==> config.mk <==
export PLATFORM = sky130hd
export DESIGN_NAME = rrunit_top
export DESIGN_NICKNAME = d
export VERILOG_FILES = /design/src/common/rrunit_pkg.sv /design/src/rtl/rrunit_top.sv /design/src/rtl/rrunit_stack_mem.sv
export VERILOG_INCLUDE_DIRS = /design/src /design/src/common
export SDC_FILE = /design/constraint.sdc
export NUM_CORES = 1
export LEC_CHECK = 0
export ABC_AREA = 1
export BUFFER_PORTS_ARGS = -buffer_cell sky130_fd_sc_hd__buf_2
export CAP_MARGIN = 20
export CORE_MARGIN = 5
export CORE_UTILIZATION = 32
export CTS_BUF_LIST = sky130_fd_sc_hd__clkbuf_2
export DETAILED_ROUTE_END_ITERATION = 8
export PLACE_DENSITY = 0.49
export SLEW_MARGIN = 5
export SYNTH_ARGS = -nofsm -noshare
export SYNTH_HDL_FRONTEND = slang
export SYNTH_SLANG_ARGS = --single-unit
==> constraint.sdc <==
create_clock -name sys_clk -period 2.6 [get_ports sys_clk]
set_input_delay 0.52 -clock sys_clk [delete_from_list [all_inputs] [get_ports sys_clk]]
set_output_delay 0.52 -clock sys_clk [all_outputs]
set_load 0.01 [all_outputs]
==> src/common/rrunit_cfg.svh <==
// Offsets, field positions, reset values and opcodes of the return unit.
`ifndef RRUNIT_CFG_SVH
`define RRUNIT_CFG_SVH

// ****************************************************************
// Register offsets (byte addresses on the bus)
// ****************************************************************
`define RR_OFF_CTRL    8'h00
`define RR_OFF_WORK    8'h04
`define RR_OFF_FLAGS   8'h08
`define RR_OFF_BANK    8'h0C
`define RR_OFF_SHADOW  8'h10
`define RR_OFF_LATCH   8'h14
`define RR_OFF_PC      8'h18
`define RR_OFF_SP      8'h1C
`define RR_OFF_TOS     8'h20
`define RR_OFF_LASTOP  8'h24

// ****************************************************************
// Field positions
// ****************************************************************
`define RR_CTRL_GIEH      0
`define RR_CTRL_GIEL      1
`define RR_CTRL_LEAVE_HI  2
`define RR_CTRL_UNDER     3
`define RR_CTRL_OVER      4
`define RR_SHD_FLAGS_LSB  8
`define RR_SHD_BANK_LSB   16
`define RR_LAT_UPPER_LSB  8

// ****************************************************************
// Reset values
// ****************************************************************
`define RR_RST_WORK   8'h00
`define RR_RST_FLAGS  8'h00
`define RR_RST_BANK   4'h0
`define RR_RST_LATH   8'h00
`define RR_RST_LATU   5'h00

// ****************************************************************
// Opcodes
// ****************************************************************
`define RR_OP_SOFT_RESET  16'h00FF
`define RR_OP_IRET        16'h0010
`define RR_OP_RET         16'h0012
`define RR_OP_SEL_MASK    16'hFFFE
`define RR_OP_LIT_PREFIX  8'h0C

// ****************************************************************
// Timing: instruction cycles of a return instruction
// ****************************************************************
`define RR_RET_CYCLES  2

`endif

==> src/common/rrunit_pkg.sv <==
// Types shared by the return and reset instruction unit.
package rrunit_pkg;

   // ****************************************************************
   // Quarter phases of one instruction cycle
   // ****************************************************************
   typedef enum logic [3:0] {
      RR_Q1 = 4'b0001,
      RR_Q2 = 4'b0010,
      RR_Q3 = 4'b0100,
      RR_Q4 = 4'b1000
   } rrunit_phase_t;

   // ****************************************************************
   // Decoded operation
   // ****************************************************************
   typedef enum logic [4:0] {
      RR_OP_NONE = 5'b00001,
      RR_OP_SRST = 5'b00010,
      RR_OP_IRET = 5'b00100,
      RR_OP_RET  = 5'b01000,
      RR_OP_LIT  = 5'b10000
   } rrunit_op_t;

   // Working register, status and bank select travel together.
   typedef struct packed {
      logic [7:0] work;
      logic [7:0] flags;
      logic [3:0] bank_select;
   } rrunit_ctx_t;

endpackage

==> src/rtl/rrunit_top.sv <==
// Return and software reset instruction unit with a Wishbone slave.
//
// The address map and the Wishbone register port were decided locally.
`timescale 1ns/1ps
`include "rrunit_cfg.svh"

module rrunit_top
   import rrunit_pkg::*;
#(
   parameter int PC_W        = 21,
   parameter int STACK_DEPTH = 31,
   parameter int SP_W        = 5
) (
   input  wire logic              sys_clk,      // Core clock, 100 MHz.
   input  wire logic              rstn,         // Async reset, active low.
   input  wire logic [7:0]        wb_adr_i,     // Wishbone byte address.
   input  wire logic [31:0]       wb_dat_i,     // Wishbone write data.
   output logic      [31:0]       wb_dat_o,     // Wishbone read data.
   input  wire logic [3:0]        wb_sel_i,     // Wishbone byte enables.
   input  wire logic              wb_we_i,      // Wishbone write.
   input  wire logic              wb_cyc_i,     // Wishbone cycle.
   input  wire logic              wb_stb_i,     // Wishbone strobe.
   output logic                   wb_ack_o,     // Wishbone acknowledge.
   input  wire logic [15:0]       instr_word,   // Fetched opcode.
   input  wire logic              instr_valid,  // Opcode offered.
   output logic                   instr_ready,  // Opcode taken in Q1.
   input  wire logic              push_valid,   // Call logic push request.
   input  wire logic [PC_W-1:0]   push_addr,    // Return address to push.
   output logic                   push_ready,   // Push may be taken.
   output logic      [PC_W-1:0]   pc_value,     // Program counter.
   output logic                   pc_load,      // PC reloaded this clock.
   output rrunit_ctx_t            core_ctx,     // Live work, flags, bank.
   output logic      [7:0]        pc_high_latch,  // High PC latch.
   output logic      [4:0]        pc_upper_latch, // Upper PC latch.
   output logic                   global_irq_enable_high, // High enable.
   output logic                   global_irq_enable_low,  // Low enable.
   output logic                   soft_reset,   // Software reset pulse.
   output rrunit_phase_t          quarter_phase // Current quarter.
);

   // ****************************************************************
   // Functions
   // ****************************************************************

   // Merge a bus write into an old word under the byte enables.
   function automatic logic [31:0] merge_sel(input logic [31:0] old_v,
                                             input logic [31:0] new_v,
                                             input logic [3:0]  sel);
      logic [31:0] r;
      r = old_v;
      for (int i = 0; i < 4; i++) begin
         if (sel[i]) begin
            r[i*8 +: 8] = new_v[i*8 +: 8];
         end
      end
      return r;
   endfunction

   // Decode one opcode into the operation it asks for.
   function automatic rrunit_op_t decode_op(input logic [15:0] word);
      rrunit_op_t r;
      r = RR_OP_NONE;
      if (word == `RR_OP_SOFT_RESET) begin
         r = RR_OP_SRST;
      end else if ((word & `RR_OP_SEL_MASK) == `RR_OP_IRET) begin
         r = RR_OP_IRET;
      end else if ((word & `RR_OP_SEL_MASK) == `RR_OP_RET) begin
         r = RR_OP_RET;
      end else if (word[15:8] == `RR_OP_LIT_PREFIX) begin
         r = RR_OP_LIT;
      end
      return r;
   endfunction

   // ****************************************************************
   // State
   // ****************************************************************
   rrunit_phase_t     next_phase;
   rrunit_op_t        op, next_op, last_op, next_last_op;
   logic [7:0]        operand, next_operand, next_lath;
   logic [4:0]        next_latu;
   logic              idle_cycle, next_idle_cycle, pop_now, push_take;
   logic              leave_high, next_leave_high, next_gieh, next_giel;
   logic              underflow, next_underflow, overflow, next_overflow;
   logic              next_pc_load, next_soft_reset, next_ack, bus_write;
   logic [SP_W-1:0]   sp, next_sp, top_addr;
   logic [PC_W-1:0]   next_pc_value, stack_top_entry;
   rrunit_ctx_t       next_core_ctx, shadow, next_shadow;
   logic [31:0]       next_dat, wv, rd_word;

   // ****************************************************************
   // Return stack
   // ****************************************************************
   // A pop is due in Q4 of a return's first cycle.
   assign pop_now = (quarter_phase == RR_Q4) && !idle_cycle &&
                    (op == RR_OP_IRET || op == RR_OP_RET || op == RR_OP_LIT);
   // Pushes are held off while a pop lands, so the pointer moves once.
   assign push_ready = !pop_now;
   assign push_take  = push_valid && push_ready &&
                       (sp < SP_W'(STACK_DEPTH));
   // The top entry sits one below the pointer; read data lags one clock,
   // which is long settled by the next Q4.
   assign top_addr   = (sp == '0) ? '0 : sp - SP_W'(1);

   rrunit_stack_mem #(
      .WIDTH (PC_W),
      .DEPTH (STACK_DEPTH),
      .AW    (SP_W)
   ) u_stack (
      .sys_clk (sys_clk),
      .rstn    (rstn),
      .wr_en   (push_take),
      .wr_addr (sp),
      .wr_data (push_addr),
      .rd_addr (top_addr),
      .rd_data (stack_top_entry)
   );

   // Opcodes are only taken in Q1 outside the idle second cycle.
   assign instr_ready = (quarter_phase == RR_Q1) && !idle_cycle;
   assign bus_write   = wb_ack_o && wb_cyc_i && wb_stb_i && wb_we_i;

   // ****************************************************************
   // Register read multiplexer
   // ****************************************************************

   // Unmapped addresses read as zero and are still acknowledged.
   always_comb begin
      rd_word = 32'h0000_0000;
      case (wb_adr_i)
         `RR_OFF_CTRL: begin
            rd_word[`RR_CTRL_GIEH]     = global_irq_enable_high;
            rd_word[`RR_CTRL_GIEL]     = global_irq_enable_low;
            rd_word[`RR_CTRL_LEAVE_HI] = leave_high;
            rd_word[`RR_CTRL_UNDER]    = underflow;
            rd_word[`RR_CTRL_OVER]     = overflow;
         end
         `RR_OFF_WORK:   rd_word[7:0] = core_ctx.work;
         `RR_OFF_FLAGS:  rd_word[7:0] = core_ctx.flags;
         `RR_OFF_BANK:   rd_word[3:0] = core_ctx.bank_select;
         `RR_OFF_SHADOW: begin
            rd_word[7:0] = shadow.work;
            rd_word[`RR_SHD_FLAGS_LSB +: 8] = shadow.flags;
            rd_word[`RR_SHD_BANK_LSB +: 4]  = shadow.bank_select;
         end
         `RR_OFF_LATCH: begin
            rd_word[7:0] = pc_high_latch;
            rd_word[`RR_LAT_UPPER_LSB +: 5] = pc_upper_latch;
         end
         `RR_OFF_PC:     rd_word[PC_W-1:0] = pc_value;
         `RR_OFF_SP:     rd_word[SP_W-1:0] = sp;
         `RR_OFF_TOS:    rd_word[PC_W-1:0] = stack_top_entry;
         `RR_OFF_LASTOP: rd_word[4:0] = last_op;
         default:        rd_word = 32'h0000_0000;
      endcase
   end

   // ****************************************************************
   // Next state of the whole unit
   // ****************************************************************

   // Order of precedence: bus writes, then instruction effects, then
   // hardware flag sets, and a software reset over everything.
   always_comb begin
      next_phase      = quarter_phase;
      next_op         = op;
      next_last_op    = last_op;
      next_operand    = operand;
      next_idle_cycle = idle_cycle;
      next_sp         = sp;
      next_pc_value   = pc_value;
      next_pc_load    = 1'b0;
      next_core_ctx   = core_ctx;
      next_shadow     = shadow;
      next_lath       = pc_high_latch;
      next_latu       = pc_upper_latch;
      next_gieh       = global_irq_enable_high;
      next_giel       = global_irq_enable_low;
      next_leave_high = leave_high;
      next_underflow  = underflow;
      next_overflow   = overflow;
      next_soft_reset = 1'b0;
      wv              = 32'h0000_0000;

      // Classic slave: ack one clock after the strobe, dropped next clock.
      next_ack = wb_cyc_i && wb_stb_i && !wb_ack_o;
      next_dat = next_ack ? rd_word : wb_dat_o;

      // A write lands at the edge where the master sees ack.
      if (bus_write) begin
         wv = merge_sel(rd_word, wb_dat_i, wb_sel_i);
         case (wb_adr_i)
            `RR_OFF_CTRL: begin
               next_gieh       = wv[`RR_CTRL_GIEH];
               next_giel       = wv[`RR_CTRL_GIEL];
               next_leave_high = wv[`RR_CTRL_LEAVE_HI];
               // Sticky flags clear on writing one.
               next_underflow = underflow &
                                ~(wb_sel_i[0] & wb_dat_i[`RR_CTRL_UNDER]);
               next_overflow  = overflow &
                                ~(wb_sel_i[0] & wb_dat_i[`RR_CTRL_OVER]);
            end
            `RR_OFF_WORK:  next_core_ctx.work        = wv[7:0];
            `RR_OFF_FLAGS: next_core_ctx.flags       = wv[7:0];
            `RR_OFF_BANK:  next_core_ctx.bank_select = wv[3:0];
            `RR_OFF_SHADOW: begin
               next_shadow.work        = wv[7:0];
               next_shadow.flags       = wv[`RR_SHD_FLAGS_LSB +: 8];
               next_shadow.bank_select = wv[`RR_SHD_BANK_LSB +: 4];
            end
            `RR_OFF_LATCH: begin
               next_lath = wv[7:0];
               next_latu = wv[`RR_LAT_UPPER_LSB +: 5];
            end
            default: ;
         endcase
      end

      // Quarter phases run free: Q1, Q2, Q3, Q4 and round again.
      case (quarter_phase)
         RR_Q1:   next_phase = RR_Q2;
         RR_Q2:   next_phase = RR_Q3;
         RR_Q3:   next_phase = RR_Q4;
         RR_Q4:   next_phase = RR_Q1;
         default: next_phase = RR_Q1;
      endcase

      if (instr_ready) begin
         next_op      = instr_valid ? decode_op(instr_word) : RR_OP_NONE;
         next_operand = instr_word[7:0];
      end

      // A push from the call logic moves the pointer up.
      if (push_take) begin
         next_sp = sp + SP_W'(1);
      end else if (push_valid && push_ready) begin
         next_overflow = 1'b1;
      end

      if (quarter_phase == RR_Q4) begin
         next_idle_cycle = 1'b0;
         next_op         = RR_OP_NONE;
         if (!idle_cycle && op != RR_OP_NONE) begin
            next_last_op = op;
         end
         if (pop_now) begin
            next_idle_cycle = 1'b1;
            next_pc_value = stack_top_entry;
            next_pc_load  = 1'b1;
            if (sp != '0) begin
               next_sp = sp - SP_W'(1);
            end else begin
               next_underflow = 1'b1;
            end
            next_lath = pc_high_latch;
            next_latu = pc_upper_latch;
         end
         if (pop_now && op == RR_OP_IRET) begin
            if (leave_high) begin
               next_gieh = 1'b1;
            end else begin
               next_giel = 1'b1;
            end
         end
         // shadow restore when s is set.
         if (pop_now && operand[0] &&
             (op == RR_OP_IRET || op == RR_OP_RET)) begin
            next_core_ctx = shadow;
         end
         if (pop_now && op == RR_OP_LIT) begin
            next_core_ctx.work = operand;
         end
         // software reset, one cycle.
         // Phase, op, idle and last op already take their Q4 values above.
         if (!idle_cycle && op == RR_OP_SRST) begin
            next_soft_reset = 1'b1;
            next_sp         = '0;
            next_pc_value   = '0;
            next_pc_load    = 1'b1;
            next_core_ctx   = '{`RR_RST_WORK, `RR_RST_FLAGS, `RR_RST_BANK};
            next_shadow     = '{`RR_RST_WORK, `RR_RST_FLAGS, `RR_RST_BANK};
            next_lath       = `RR_RST_LATH;
            next_latu       = `RR_RST_LATU;
            next_gieh       = 1'b0;
            next_giel       = 1'b0;
            next_leave_high = 1'b0;
            next_underflow  = 1'b0;
            next_overflow   = 1'b0;
         end
      end
   end

   // ****************************************************************
   // Registers
   // ****************************************************************

   // Master clear values match what the software reset loads above.
   always_ff @(posedge sys_clk or negedge rstn) begin
      if (!rstn) begin
         quarter_phase          <= RR_Q1;
         op                     <= RR_OP_NONE;
         last_op                <= RR_OP_NONE;
         operand                <= 8'h00;
         idle_cycle             <= 1'b0;
         sp                     <= '0;
         pc_value               <= '0;
         pc_load                <= 1'b0;
         core_ctx <= '{`RR_RST_WORK, `RR_RST_FLAGS, `RR_RST_BANK};
         shadow   <= '{`RR_RST_WORK, `RR_RST_FLAGS, `RR_RST_BANK};
         pc_high_latch          <= `RR_RST_LATH;
         pc_upper_latch         <= `RR_RST_LATU;
         global_irq_enable_high <= 1'b0;
         global_irq_enable_low  <= 1'b0;
         leave_high             <= 1'b0;
         underflow              <= 1'b0;
         overflow               <= 1'b0;
         soft_reset             <= 1'b0;
         wb_ack_o               <= 1'b0;
         wb_dat_o               <= 32'h0000_0000;
      end else begin
         quarter_phase          <= next_phase;
         op                     <= next_op;
         last_op                <= next_last_op;
         operand                <= next_operand;
         idle_cycle             <= next_idle_cycle;
         sp                     <= next_sp;
         pc_value               <= next_pc_value;
         pc_load                <= next_pc_load;
         core_ctx               <= next_core_ctx;
         shadow                 <= next_shadow;
         pc_high_latch          <= next_lath;
         pc_upper_latch         <= next_latu;
         global_irq_enable_high <= next_gieh;
         global_irq_enable_low  <= next_giel;
         leave_high             <= next_leave_high;
         underflow              <= next_underflow;
         overflow               <= next_overflow;
         soft_reset             <= next_soft_reset;
         wb_ack_o               <= next_ack;
         wb_dat_o               <= next_dat;
      end
   end

endmodule

==> src/rtl/rrunit_stack_mem.sv <==
// Return stack storage with one write port and a registered read port.
`timescale 1ns/1ps

module rrunit_stack_mem #(
   parameter int WIDTH = 21,
   parameter int DEPTH = 31,
   parameter int AW    = 5
) (
   input  wire logic             sys_clk,  // Core clock.
   input  wire logic             rstn,     // Async reset, active low.
   input  wire logic             wr_en,    // Write strobe.
   input  wire logic [AW-1:0]    wr_addr,  // Write address.
   input  wire logic [WIDTH-1:0] wr_data,  // Write data.
   input  wire logic [AW-1:0]    rd_addr,  // Read address.
   output logic      [WIDTH-1:0] rd_data   // Registered read data.
);

   logic [WIDTH-1:0] mem [DEPTH];

   // The array has no reset; only the stack pointer defines its contents.
   always_ff @(posedge sys_clk) begin
      if (wr_en) begin
         mem[wr_addr] <= wr_data;
      end
   end

   // Read data lags the address by one clock.
   always_ff @(posedge sys_clk or negedge rstn) begin
      if (!rstn) begin
         rd_data <= '0;
      end else begin
         rd_data <= mem[rd_addr];
      end
   end

endmodule

== Yosys cells after proc, flatten, opt, wreduce, memory -nomap -nowiden ==
Memories as Yosys holds them, arrays and structs flattened. A register that Yosys moved wholly into a read port is not among the register bits.
Index checks and enable logic that the tools add are counted.

* Register bits: 131
* Bits in latches: 0
* RAM bits: 651
* Memory bits (read-only): 0
* Bits of input ports: 88
* Logic and storage cells: 168
* Memories kept: 1

* Add/subtract/negate cells: 2
* $mul: 0
* Div/mod/pow operators: 0
* Magnitude comparators: 1
* Equality and inequality tests: 23
* Shifts and indexed selects: 0
* Muxes and demuxes: 82
* Bitwise logic cells: 6
* Reductions and logical operators: 29

{| class="wikitable"
|+ Memory list
! memory !! words !! bits a word !! rd ports !! clocked after Yosys merged registers in !! write ports !! RTL line !! text
|-
| u_stack.mem || 31 || 21 || 1 || 1 || 1 || rrunit_stack_mem.sv:18 || <nowiki>logic [WIDTH-1:0] mem [DEPTH];</nowiki>
|}

{| class="wikitable"
|+ Operators by type and width
! operator !! count
|-
| 2-to-1 mux 20 bit || 8
|-
| 2-to-1 mux 5 bit || 18
|-
| 2-to-1 mux 8 bit || 10
|-
| 2-to-1 mux 21 bit || 2
|-
| case mux 4 bit (10 select lines) || 1
|-
| 2-to-1 mux 1 bit || 35
|-
| == test 8 x 5 -> 1 bit, second input constant || 4
|-
| == test 15 x 4 -> 1 bit, second input constant || 2
|-
| == test 8 x 4 -> 1 bit, second input constant || 3
|-
| case mux 7 bit (3 select lines) || 1
|-
| case mux 5 bit (4 select lines) || 1
|-
| case mux 3 bit (6 select lines) || 1
|-
| == test 16 x 8 -> 1 bit, second input constant || 1
|-
| == test 8 x 6 -> 1 bit, second input constant || 2
|-
| logical AND 1 bit || 16
|-
| case mux 4 bit (3 select lines) || 1
|-
| case mux 1 bit (9 select lines) || 1
|-
| == test 8 x 3 -> 1 bit, second input constant || 1
|-
| zero test 8 bit || 1
|-
| 2-to-1 mux 4 bit || 2
|-
| adder 5 x 1 -> 5 bit, second input constant || 1
|-
| == test 5 x 2 -> 1 bit, second input constant || 1
|-
| == test 5 x 3 -> 1 bit, second input constant || 1
|-
| == test 5 x 4 -> 1 bit, second input constant || 1
|-
| 18 further kinds || 28
|}

== Longest topological paths before layout ==
Gate-level depths: netlist of run 1.

* Depth after elaboration: 12
* Mapped depth: 16

== By module ==
Synthesis of run 1 repeated with hierarchy kept, for this count alone.

* Cell total of the unflattened synthesis: 3204
* Area total of the unflattened synthesis: 34169.0 sq um

{| class="wikitable"
|+ Modules (own cells, without submodules)
! module !! instances !! cells each !! area an instance (sq um) !! seq. area each (sq um)
|-
| rrunit_stack_mem || 1 || 2262 || 26914.6 || 20074.3
|-
| rrunit_top || 1 || 942 || 7254.5 || 3281.9
|}

== Worst setup path before layout of run 1 ==
Ideal clock, no wire load.

* Kind: reg-to-reg
* From: register sp[0]
* To: memory u_stack.mem[12][0] (enable)
* Setup time: 399 ps
* Arrival: 2352 ps
* Data required time: 2201 ps
* Setup slack: -151 ps
* Cell stages (with the launch flop): 6
* Path buffers: 1
* Cells stage by stage: dfrtp_1 clkinv_1 clkbuf_1 ha_1 nand2_1 nor2_1

* Word-level cells in the longest chain between the ends: 4

{| class="wikitable"
|+ Ends and longest elaborated chain
! what !! RTL line !! text
|-
| start, declared || rrunit_top.sv:86 || <nowiki>logic [SP_W-1:0] sp, next_sp, top_addr;</nowiki>
|-
| start signal, assigned || rrunit_top.sv:326 || <nowiki>sp <= next_sp;</nowiki>
|-
| less-than comparator 5 bit || rrunit_top.sv:100 || <nowiki>(sp < SP_W'(STACK_DEPTH));</nowiki>
|-
| logical AND 1 bit || rrunit_top.sv:99 || <nowiki>assign push_take = push_valid && push_ready &&</nowiki>
|-
| 2-to-1 mux 1 bit || rrunit_stack_mem.sv:22 || <nowiki>if (wr_en) begin</nowiki>
|-
| 2-to-1 mux 1 bit (implied by the code) || rrunit_stack_mem.sv:23 || <nowiki>mem[wr_addr] <= wr_data;</nowiki>
|-
| end, declared || rrunit_stack_mem.sv:18 ||
|}

Parallel ways exist; a longest one is shown, timed or not.

== Worst setup path after layout of run 1 ==
* From: input port wb_adr_i[5]
* To: register pc_upper_latch[3]

* Word-level cells in the longest chain between the ends: 8
* Elaborated cells between the ends (all ways): 11
* Those cells by class: 4 x eq/ne; 7 x mux

{| class="wikitable"
|+ Ends and longest elaborated chain
! what !! RTL line !! text
|-
| start, declared || rrunit_top.sv:16 || <nowiki>input wire logic [7:0] wb_adr_i,</nowiki>
|-
| == test 8 x 6 -> 1 bit, or another cell as far along || rrunit_top.sv:130 || <nowiki>case (wb_adr_i)</nowiki>
|-
| case mux 5 bit (4 select lines) || rrunit_top.sv:130 ||
|-
| 2-to-1 mux 8 bit || rrunit_top.sv:52 || <nowiki>if (sel[i]) begin</nowiki>
|-
| 2-to-1 mux 5 bit * || rrunit_top.sv:192 || <nowiki>case (wb_adr_i)</nowiki>
|-
| 2-to-1 mux 5 bit * || rrunit_top.sv:190 || <nowiki>if (bus_write) begin</nowiki>
|-
| 2-to-1 mux 5 bit || rrunit_top.sv:246 || <nowiki>if (pop_now) begin</nowiki>
|-
| 2-to-1 mux 5 bit || rrunit_top.sv:275 || <nowiki>if (!idle_cycle && op == RR_OP_SRST) begin</nowiki>
|-
| 2-to-1 mux 5 bit * || rrunit_top.sv:240 || <nowiki>if (quarter_phase == RR_Q4) begin</nowiki>
|-
| end signal, assigned || rrunit_top.sv:311 || <nowiki>pc_upper_latch <= `RR_RST_LATU;</nowiki>
|-
| end signal, assigned || rrunit_top.sv:332 || <nowiki>pc_upper_latch <= next_latu;</nowiki>
|-
| end, declared || rrunit_top.sv:34 || <nowiki>output logic [4:0] pc_upper_latch,</nowiki>
|}

Mark *: on every way between the ends. The rest lies on a longest branch, timed or not. The select of a mux whose other input is x is not followed.
A chain may end at the register's enable or synchronous reset.

==> metrics.cfg, run 1 <==
[sta]
setup_viol = 30
relSlewSlack = 0.363
rsz0062_at_grt = true
maxSlewViolCount = 0
hold_viol = 0
timing.final.ws_setup_ns = -0.763
worstMarginPinSlew_ns = 0.956
finalClockSkew_ns = 0.119
layout_min_cycle_time_ns = 3.36
period_share = 1.29
fmaxAchievable_mhz = 297

[global_routing]
grt_pass1_wl_um = 162000
grt_max_degree = 61
antenna_found_initial = 3
grt_overflow = 0
grt_use_total = 0.192
grt_pass1_vias = 25200

[power_and_ir_drop]
ir_drop_mv = 0.971
leakage_uw = 0.0162
power.density_mw_per_mm2 = 995
total_power_uw = 42600

[synthesis]
synth.avg_cell_area_sq_um = 11.9
postSynthCellCount = 2856
ys_seq_elements = 803
synth_cell_types = 49
async_flop_share = 0.189
synth_ff_type = edfxtp_1
synth_warnings = 0
seq_area_frac_synth = 0.687
synth_edf_count = 651
syn_area_sq_mm = 0.0340

[detailed_routing]
wire_per_inst_um = 21.8
drt_iter0_drc = 1691
via_per_inst = 4.97
drtPass1Iterations = 5
vias = 25200
drtAntennaViolNets = 0
wl_um = 110000
drcViolationCount = 0

[outcome]
status = finished, violations left
violations = setup timing

[worst_setup_path]
crit_type = in2reg
cpPeakStageDelay_ns = 0.79
cp-end-kind = register
slowest_stage = dlygate4sd3_1
regToRegStartpoint = sp[3]
worstPathCellList = buf_2 -> dlygate4sd3_1 -> inv_1 -> nand2_1 -> nor2_4 -> dlygate4sd3_1 -> nand2_2 -> inv_2 -> buf_4 -> dlygate4sd3_1 -> nand2_1 -> o2111ai_1 -> mux2i_1 -> dlygate4sd3_1 -> a21oi_1 -> dlygate4sd3_1
worstPathRequired_ns = 4.06
cpMostUsedCell = dlygate4sd3_1
worstPathBufferInverterCount = 9
crit_start = wb_adr_i[5]
critPathTopFamily = buffers and inverters
cp_max_fo = 7
worstSetupStartpointType = primary input
worstPathArrival_ns = 4.82

[finish]
drive_gt1_frac = 0.260
final_cells = 5067
fin_area_sq_mm = 0.0428
final_nets = 3606
final_util = 0.406
area_growth_syn_to_layout_pct = 25.9

[placed_design]
placed_area_sq_mm = 0.0382
port_buffers = 160
dp.final_hpwl_um = 66500
dp.cells = 4453
place_congestion = 0.840

[floorplanning]
pin_count = 185
start_util = 0.323
die_area_sq_mm = 0.113
fp-row-count = 119
coreArea_sq_mm = 0.105
die_w_um = 336
die_h_um = 336

[clock_tree]
cts_made_buffers = 206
cts-root-buf = clkbuf_2
clockBufferDepth = 3
clk_latency_ns = 1.53
h-tree-depth = 4
cts.sink_count = 803
cts_tree = built
clk_pin_slew_ns = 0.10

[hold_path]
hold_class = in2reg
holdCritStartpoint = wb_adr_i[6]

[job]
drv_cap = 0

routing by layer:
layer | vias to the layer above | share of wire | track usage
li1 | 11800 | - | -
met3 | 149 | 0.054 | 0.0374
met5 | - | 0 | 0
met4 | 0 | 0.022 | 0.0576
met2 | 792 | 0.48 | 0.316
met1 | 12500 | 0.44 | 0.259
state kept, by name, indices dropped and copies added (netlist names), 4 cells and up:
| signal | flops |
|---|---|
| u_stack.mem | 651 |
| pc_value | 21 |
| u_stack.rd_data | 21 |
| wb_dat_o | 21 |
| core_ctx | 20 |
| shadow | 20 |
| operand | 8 |
| pc_high_latch | 8 |
| last_op | 5 |
| op | 5 |
| pc_upper_latch | 5 |
| sp | 5 |
| quarter_phase | 4 |
cells in the mapped netlist (all sizes together) (5+ instances only):
cell type | instances | area, sq um
a21oi | 82 | 414
a221oi | 7 | 61.3
a31oi | 14 | 87.6
buf | 118 | 723
clkbuf | 57 | 220
dfrtp | 149 | 3730
edfxtp | 651 | 19500
ha | 5 | 62.6
inv | 131 | 494
nand2 | 477 | 1830
nand3 | 320 | 1610
nand4 | 8 | 50.1
nor2 | 140 | 551
nor3 | 8 | 40.0
nor4 | 6 | 43.8
o211ai | 239 | 1790
o21ai | 126 | 631
o221ai | 7 | 61.3
o22ai | 47 | 294
or2 | 230 | 1440
per-stage QoR:
step,hold slack (ns),setup TNS (ns),setup slack (ns)
4_1_cts,0.00521,-16.88,-0.855
3_3_place_gp,0.464,0,0.0943
2_1_floorplan,0.224,-52.72,-0.151
6_report,0.119,-5.14,-0.763
3_5_place_dp,0.463,0,0.110
5_1_grt,0.0351,-16.73,-0.900
layout make-up:
class | count | area (sq um)
fill | 10200 | 62600
sequential | 803 | 23400
multi-input combinational | 1753 | 9480
timing repair buffer | 614 | 5870
tap | 1391 | 1740
clock buffer | 314 | 1570
inverter | 135 | 537
clock inverter | 45 | 225
antenna | 12 | 30.0
worst register-to-register path, delay by kind of cell (launching register included):
family / cells / cell delay (ns)
AND/OR/NAND/NOR: 8 / 1.10
buffers and inverters: 4 / 0.63
flip-flops: 1 / 0.40
AO/OA/AOI/OAI: 2 / 0.27
final timing paths:
path | endpoint | cells after the start | slack (ns)
worst max-delay path | pc_upper_latch[3] | 16 | -0.76
worst min-delay path | wb_dat_o[5] | 10 | 0.12
worst max register to register | u_stack.rd_data[5] | 14 | 0.11
max in group asynchronous | pc_value[3] | 6 | 1.23
min in group asynchronous | quarter_phase[3] | 5 | 0.67
worst min register to register | wb_dat_o[19] | 2 | 0.49
cell families after synthesis:
group                      synth area share
adders and majority gates           0.00184
xor gates and xnor gates           0.000773
DFF                                   0.687
and+or+nand+nor                       0.164
other                              0.000110
muxes                              0.000883
AOI/OAI and AO/OA                     0.102
buffers and inverters                0.0429
power breakdown:
group          switching (uW)  internal (uW)
Sequential                412          14800
Combinational           12200           6780
Clock                    5240           3240
repair_timing:
| action | 4_1_cts | 5_1_grt |
|---|---|---|
| buffers inserted | 48 | 18 |
| hold buffers | 175 | 8 |
| hold endpoints to repair | 1257 | 73 |
| gates resized for setup | 63 | 52 |
| cloned | 0 | 0 |
| pin swaps | 6 | 9 |
| endpoints found under the setup margin | 86 | 139 |
cell usage in the layout, fill, tap and decap left out, drive strengths merged, types with 4 or more instances in the layout:
cell,n
edfxtp,651
nand2,477
buf,441
nand3,320
clkbuf,314
o211ai,239
or2,230
dlygate4sd3,172
dfrtp,149
nor2,140
inv,138
o21ai,126
a21oi,82
o22ai,47
clkinv,39
a31oi,14
diode,12
conb,11
nand4,8
nor3,8
o221ai,7
a221oi,7
nor4,6
ha,5
o31ai,4
a22o,4
Power figures use the tool's default switching activity.
==> run 2, diff against run 1 <==
--- a/config.mk
+++ b/config.mk
@@ -6,12 +6,12 @@
 export SDC_FILE = /design/constraint.sdc
 export NUM_CORES = 1
 export LEC_CHECK = 0
-export ABC_AREA = 1
 export BUFFER_PORTS_ARGS = -buffer_cell sky130_fd_sc_hd__buf_2
 export CAP_MARGIN = 20
 export CORE_MARGIN = 5
 export CORE_UTILIZATION = 32
 export CTS_BUF_LIST = sky130_fd_sc_hd__clkbuf_2
+export CTS_CLUSTER_SIZE = 28
 export DETAILED_ROUTE_END_ITERATION = 8
 export PLACE_DENSITY = 0.49
 export SLEW_MARGIN = 5
==> metrics.cfg, run 2 <==
[sta]
hold_viol = 0  ; unchanged
relSlewSlack = 0.254  ; was 0.363
fmaxAchievable_mhz = 322  ; was 297 MHz
hold_slack_ns = 0.262  ; was 0.119 ns
setup_viol = 25  ; was 30
finalClockSkew_ns = 0.163  ; was 0.119 ns
worstMarginPinSlew_ns = 1.11  ; was 0.956 ns
maxSlewViolCount = 0  ; unchanged
rsz0062_at_grt = true  ; unchanged
tns_ns = -4.33  ; was -5.14 ns
timing.final.ws_setup_ns = -0.509  ; was -0.763 ns
period_share = 1.20  ; was 1.29
layout_min_cycle_time_ns = 3.11  ; was 3.36 ns

[clock_tree]
clk_pin_slew_ns = 0.10  ; about the same
clk_latency_ns = 1.49  ; was 1.53 ns
cts-root-buf = clkbuf_2  ; unchanged
clockBufferDepth = 3  ; unchanged
cts_tree = built  ; unchanged
cts.sink_count = 803  ; unchanged
cts_made_buffers = 210  ; was 206
h-tree-depth = 4  ; unchanged

[floorplanning]
die_h_um = 336  ; about the same
die_w_um = 336  ; about the same
die_area_sq_mm = 0.113  ; about the same
pin_count = 185  ; unchanged
start_util = 0.323  ; about the same
fp-row-count = 119  ; unchanged
coreArea_sq_mm = 0.106  ; was 0.105 sq mm

[synthesis]
synth_ff_type = edfxtp_1  ; unchanged
synth_most_common_cell = edfxtp_1  ; unchanged
synth_area_leaders = edfxtp_1, dfrtp_1, nand2_1  ; was edfxtp_1, dfrtp_1, o211ai_1
synth_largest_area_cell = edfxtp_1  ; unchanged
synth_cell_types = 79  ; was 49
syn_area_sq_mm = 0.0341  ; was 0.0340 sq mm
async_flop_share = 0.189  ; unchanged
synth.avg_cell_area_sq_um = 12.8  ; was 11.9 sq um
synth_edf_count = 651  ; unchanged
postSynthCellCount = 2669  ; was 2856
ys_seq_elements = 803  ; unchanged
seq_area_frac_synth = 0.686  ; was 0.687
yosys-top-cells-count = edfxtp_1, nand2_1, dfrtp_1  ; was edfxtp_1, nand2_1, nand3_1
synth_top_area_frac = 0.574  ; was 0.575
synth_warnings = 0  ; unchanged

[finish]
largest_register = u_stack.mem  ; unchanged
final_util = 0.451  ; was 0.406
fill_cells = 9596  ; was 10200
largest_reg_flops = 651  ; unchanged
final_nets = 3643  ; was 3606
drive_gt1_frac = 0.368  ; was 0.260
area_growth_syn_to_layout_pct = 39.8  ; was 25.9%
layout_commonest_cell = edfxtp_1  ; unchanged
final_cell_mix = edfxtp_1, nand2_1, buf_4  ; was edfxtp_1, nand2_1, nand3_1

[detailed_routing]
vias = 27600  ; was 25200
wire_per_inst_um = 25.3  ; was 21.8 um
drcViolationCount = 0  ; unchanged
via_per_inst = 5.38  ; was 4.97
drt_iter0_drc = 2638  ; was 1691
wl_um = 129000  ; was 110000 um
drtAntennaViolNets = 0  ; unchanged
drtPass1Iterations = 5  ; unchanged

[worst_setup_path]
slowest_stage = dfrtp_2  ; was dlygate4sd3_1
cpPeakStageDelay_ns = 0.44  ; was 0.79 ns
worstPathCellList = nor4b_4 -> buf_6 -> and2_4 -> nand2_4 -> buf_6  ; was buf_2 -> dlygate4sd3_1 -> inv_1 -> nand2_1 -> nor2_4 -> dlygate4sd3_1 -> nand2_2 -> inv_2 -> buf_4 -> dlygate4sd3_1 -> nand2_1 -> o2111ai_1 -> mux2i_1 -> dlygate4sd3_1 -> a21oi_1 -> dlygate4sd3_1
worstPathArrival_ns = 2.59  ; was 4.82 ns
worstSetupStartpointType = register  ; was primary input
cp_max_fo = 2  ; was 7
cpMostUsedCell = buf_6  ; was dlygate4sd3_1
worstPathBufferInverterCount = 2  ; was 9
cp-end-kind = primary output  ; was register
critPathTopFamily = simple AND/OR/NAND/NOR gates  ; was buffers and inverters
worstPathRequired_ns = 2.08  ; was 4.06 ns
crit_type = reg2out  ; was in2reg

[placed_design]
dp.final_hpwl_um = 76900  ; was 66500 um
place_congestion = 0.871  ; was 0.840
pre_cts_slack_ns = -0.844  ; was 0.110 ns
port_buffers = 160  ; unchanged

[global_routing]
grt_pass1_vias = 27500  ; was 25200
grt_use_total = 0.219  ; was 0.192
grt_overflow = 0  ; unchanged
grt_pass1_wl_um = 184000  ; was 162000 um
antenna_found_initial = 5  ; was 3
grt_max_degree = 56  ; was 61

[outcome]
violations = setup timing  ; unchanged
status = finished, violations left  ; unchanged

[power_and_ir_drop]
leakage_uw = 0.0181  ; was 0.0162 uW
power.density_mw_per_mm2 = 1150  ; was 995 mW/mm^2
ir_drop_mv = 0.827  ; was 0.971 mV

[hold_path]
hold_class = in2reg  ; unchanged

[job]
drv_cap = 0  ; unchanged

run 2: cell count changes after synthesis, sizes merged, moves of 34 or more:
| cell | delta |
|---|---|
| nand3 | -233 |
| o211ai | -233 |
| or2 | -229 |
| inv | -119 |
| mux2i | +83 |
| a31oi | +67 |
| clkbuf | +63 |
| or3 | +49 |
| nor2 | -48 |
| a211oi | +46 |
| a32oi | +41 |
| nor2b | +38 |
| nor3 | +34 |
run 2: cell families after synthesis:
logic type	share of synthesized area
other	0.000110
adders and majority gates	0.00184
xor gates and xnor gates	0.00180
muxes	0.0312
buffers and inverters	0.0296
AOI/OAI and AO/OA	0.123
DFF	0.686
and+or+nand+nor	0.126
run 2: where the power goes:
part           switching [uW]  internal, uW
combinational           17100         13600
sequential                574         14800
clock                    5370          3520
total                   23000         31900
run 2: path summary, 6_finish.rpt:
| check | start | endpoint | slack, ns | cells after the start |
|---|---|---|---|---|
| max in group asynchronous | rstn | quarter_phase[0] | 1.18 | 6 |
| setup / recovery | quarter_phase[1] | push_ready | -0.51 | 5 |
| setup reg to reg | sp[1] | u_stack.rd_data[14] | -0.28 | 15 |
| min in group asynchronous | rstn | u_stack.rd_data[17] | 0.74 | 5 |
| hold / removal | wb_dat_i[3] | shadow[15] | 0.26 | 6 |
| hold reg to reg | u_stack.rd_data[16] | pc_value[16] | 0.49 | 2 |
run 2: cell type report:
cell class	count	area (sq um)	share of cell area
diodes	6	15.0	0.000315
clock buffers	330	1650	0.0347
clock inverters	59	309	0.00649
inverters	14	57.6	0.00121
multi-input cells	1655	11800	0.249
flip-flops and latches	803	23400	0.491
well taps	1391	1740	0.0366
repair buffers	866	8620	0.181
run 2: routing by layer:
layer | GRT usage | up-vias | wire length [um] | part of all wire
met5 | 0 | - | 11 | 0.000085
met3 | 0.0414 | 221 | 9400 | 0.073
met4 | 0.0774 | 2 | 3500 | 0.027
met2 | 0.361 | 1199 | 62300 | 0.48
li1 | - | 12100 | - | -
met1 | 0.291 | 14000 | 54200 | 0.42
run 2: worst reg2reg max path: stages (launching register included):
cell,delay (ns)
dfrtp_1,0.41
inv_2,0.13
ha_4,0.16
or4b_4,0.53
buf_12,0.17
buf_8,0.12
nand2_8,0.07
buf_6,0.11
buf_12,0.13
buf_12,0.12
buf_12,0.13
buf_4,0.13
nand2_4,0.05
a32oi_4,0.26
a2111oi_4,0.12
o221ai_1,0.18
run 2: metrics by stage:
| stage | instances | area, sq um | total power (uW) |
|---|---|---|---|
| 3_5_place_dp | 4380 | 39400 | 37700 |
| 5_1_grt | 5121 | 47600 | 57300 |
| 4_1_cts | 5060 | 45900 | 52100 |
| 6_report | 5124 | 47600 | 54900 |
| 2_1_floorplan | 2679 | 34300 | 26000 |
| 3_3_place_gp | 4380 | 39400 | 37600 |
run 2: timing repair:
item,in CTS,in global routing
pin swaps,108,100
gates resized for setup,324,191
hold buffers,172,5
gates cloned,9,13
setup buffers,128,52
endpoints found under the setup margin,107,189
endpoints found under the hold margin,1312,2
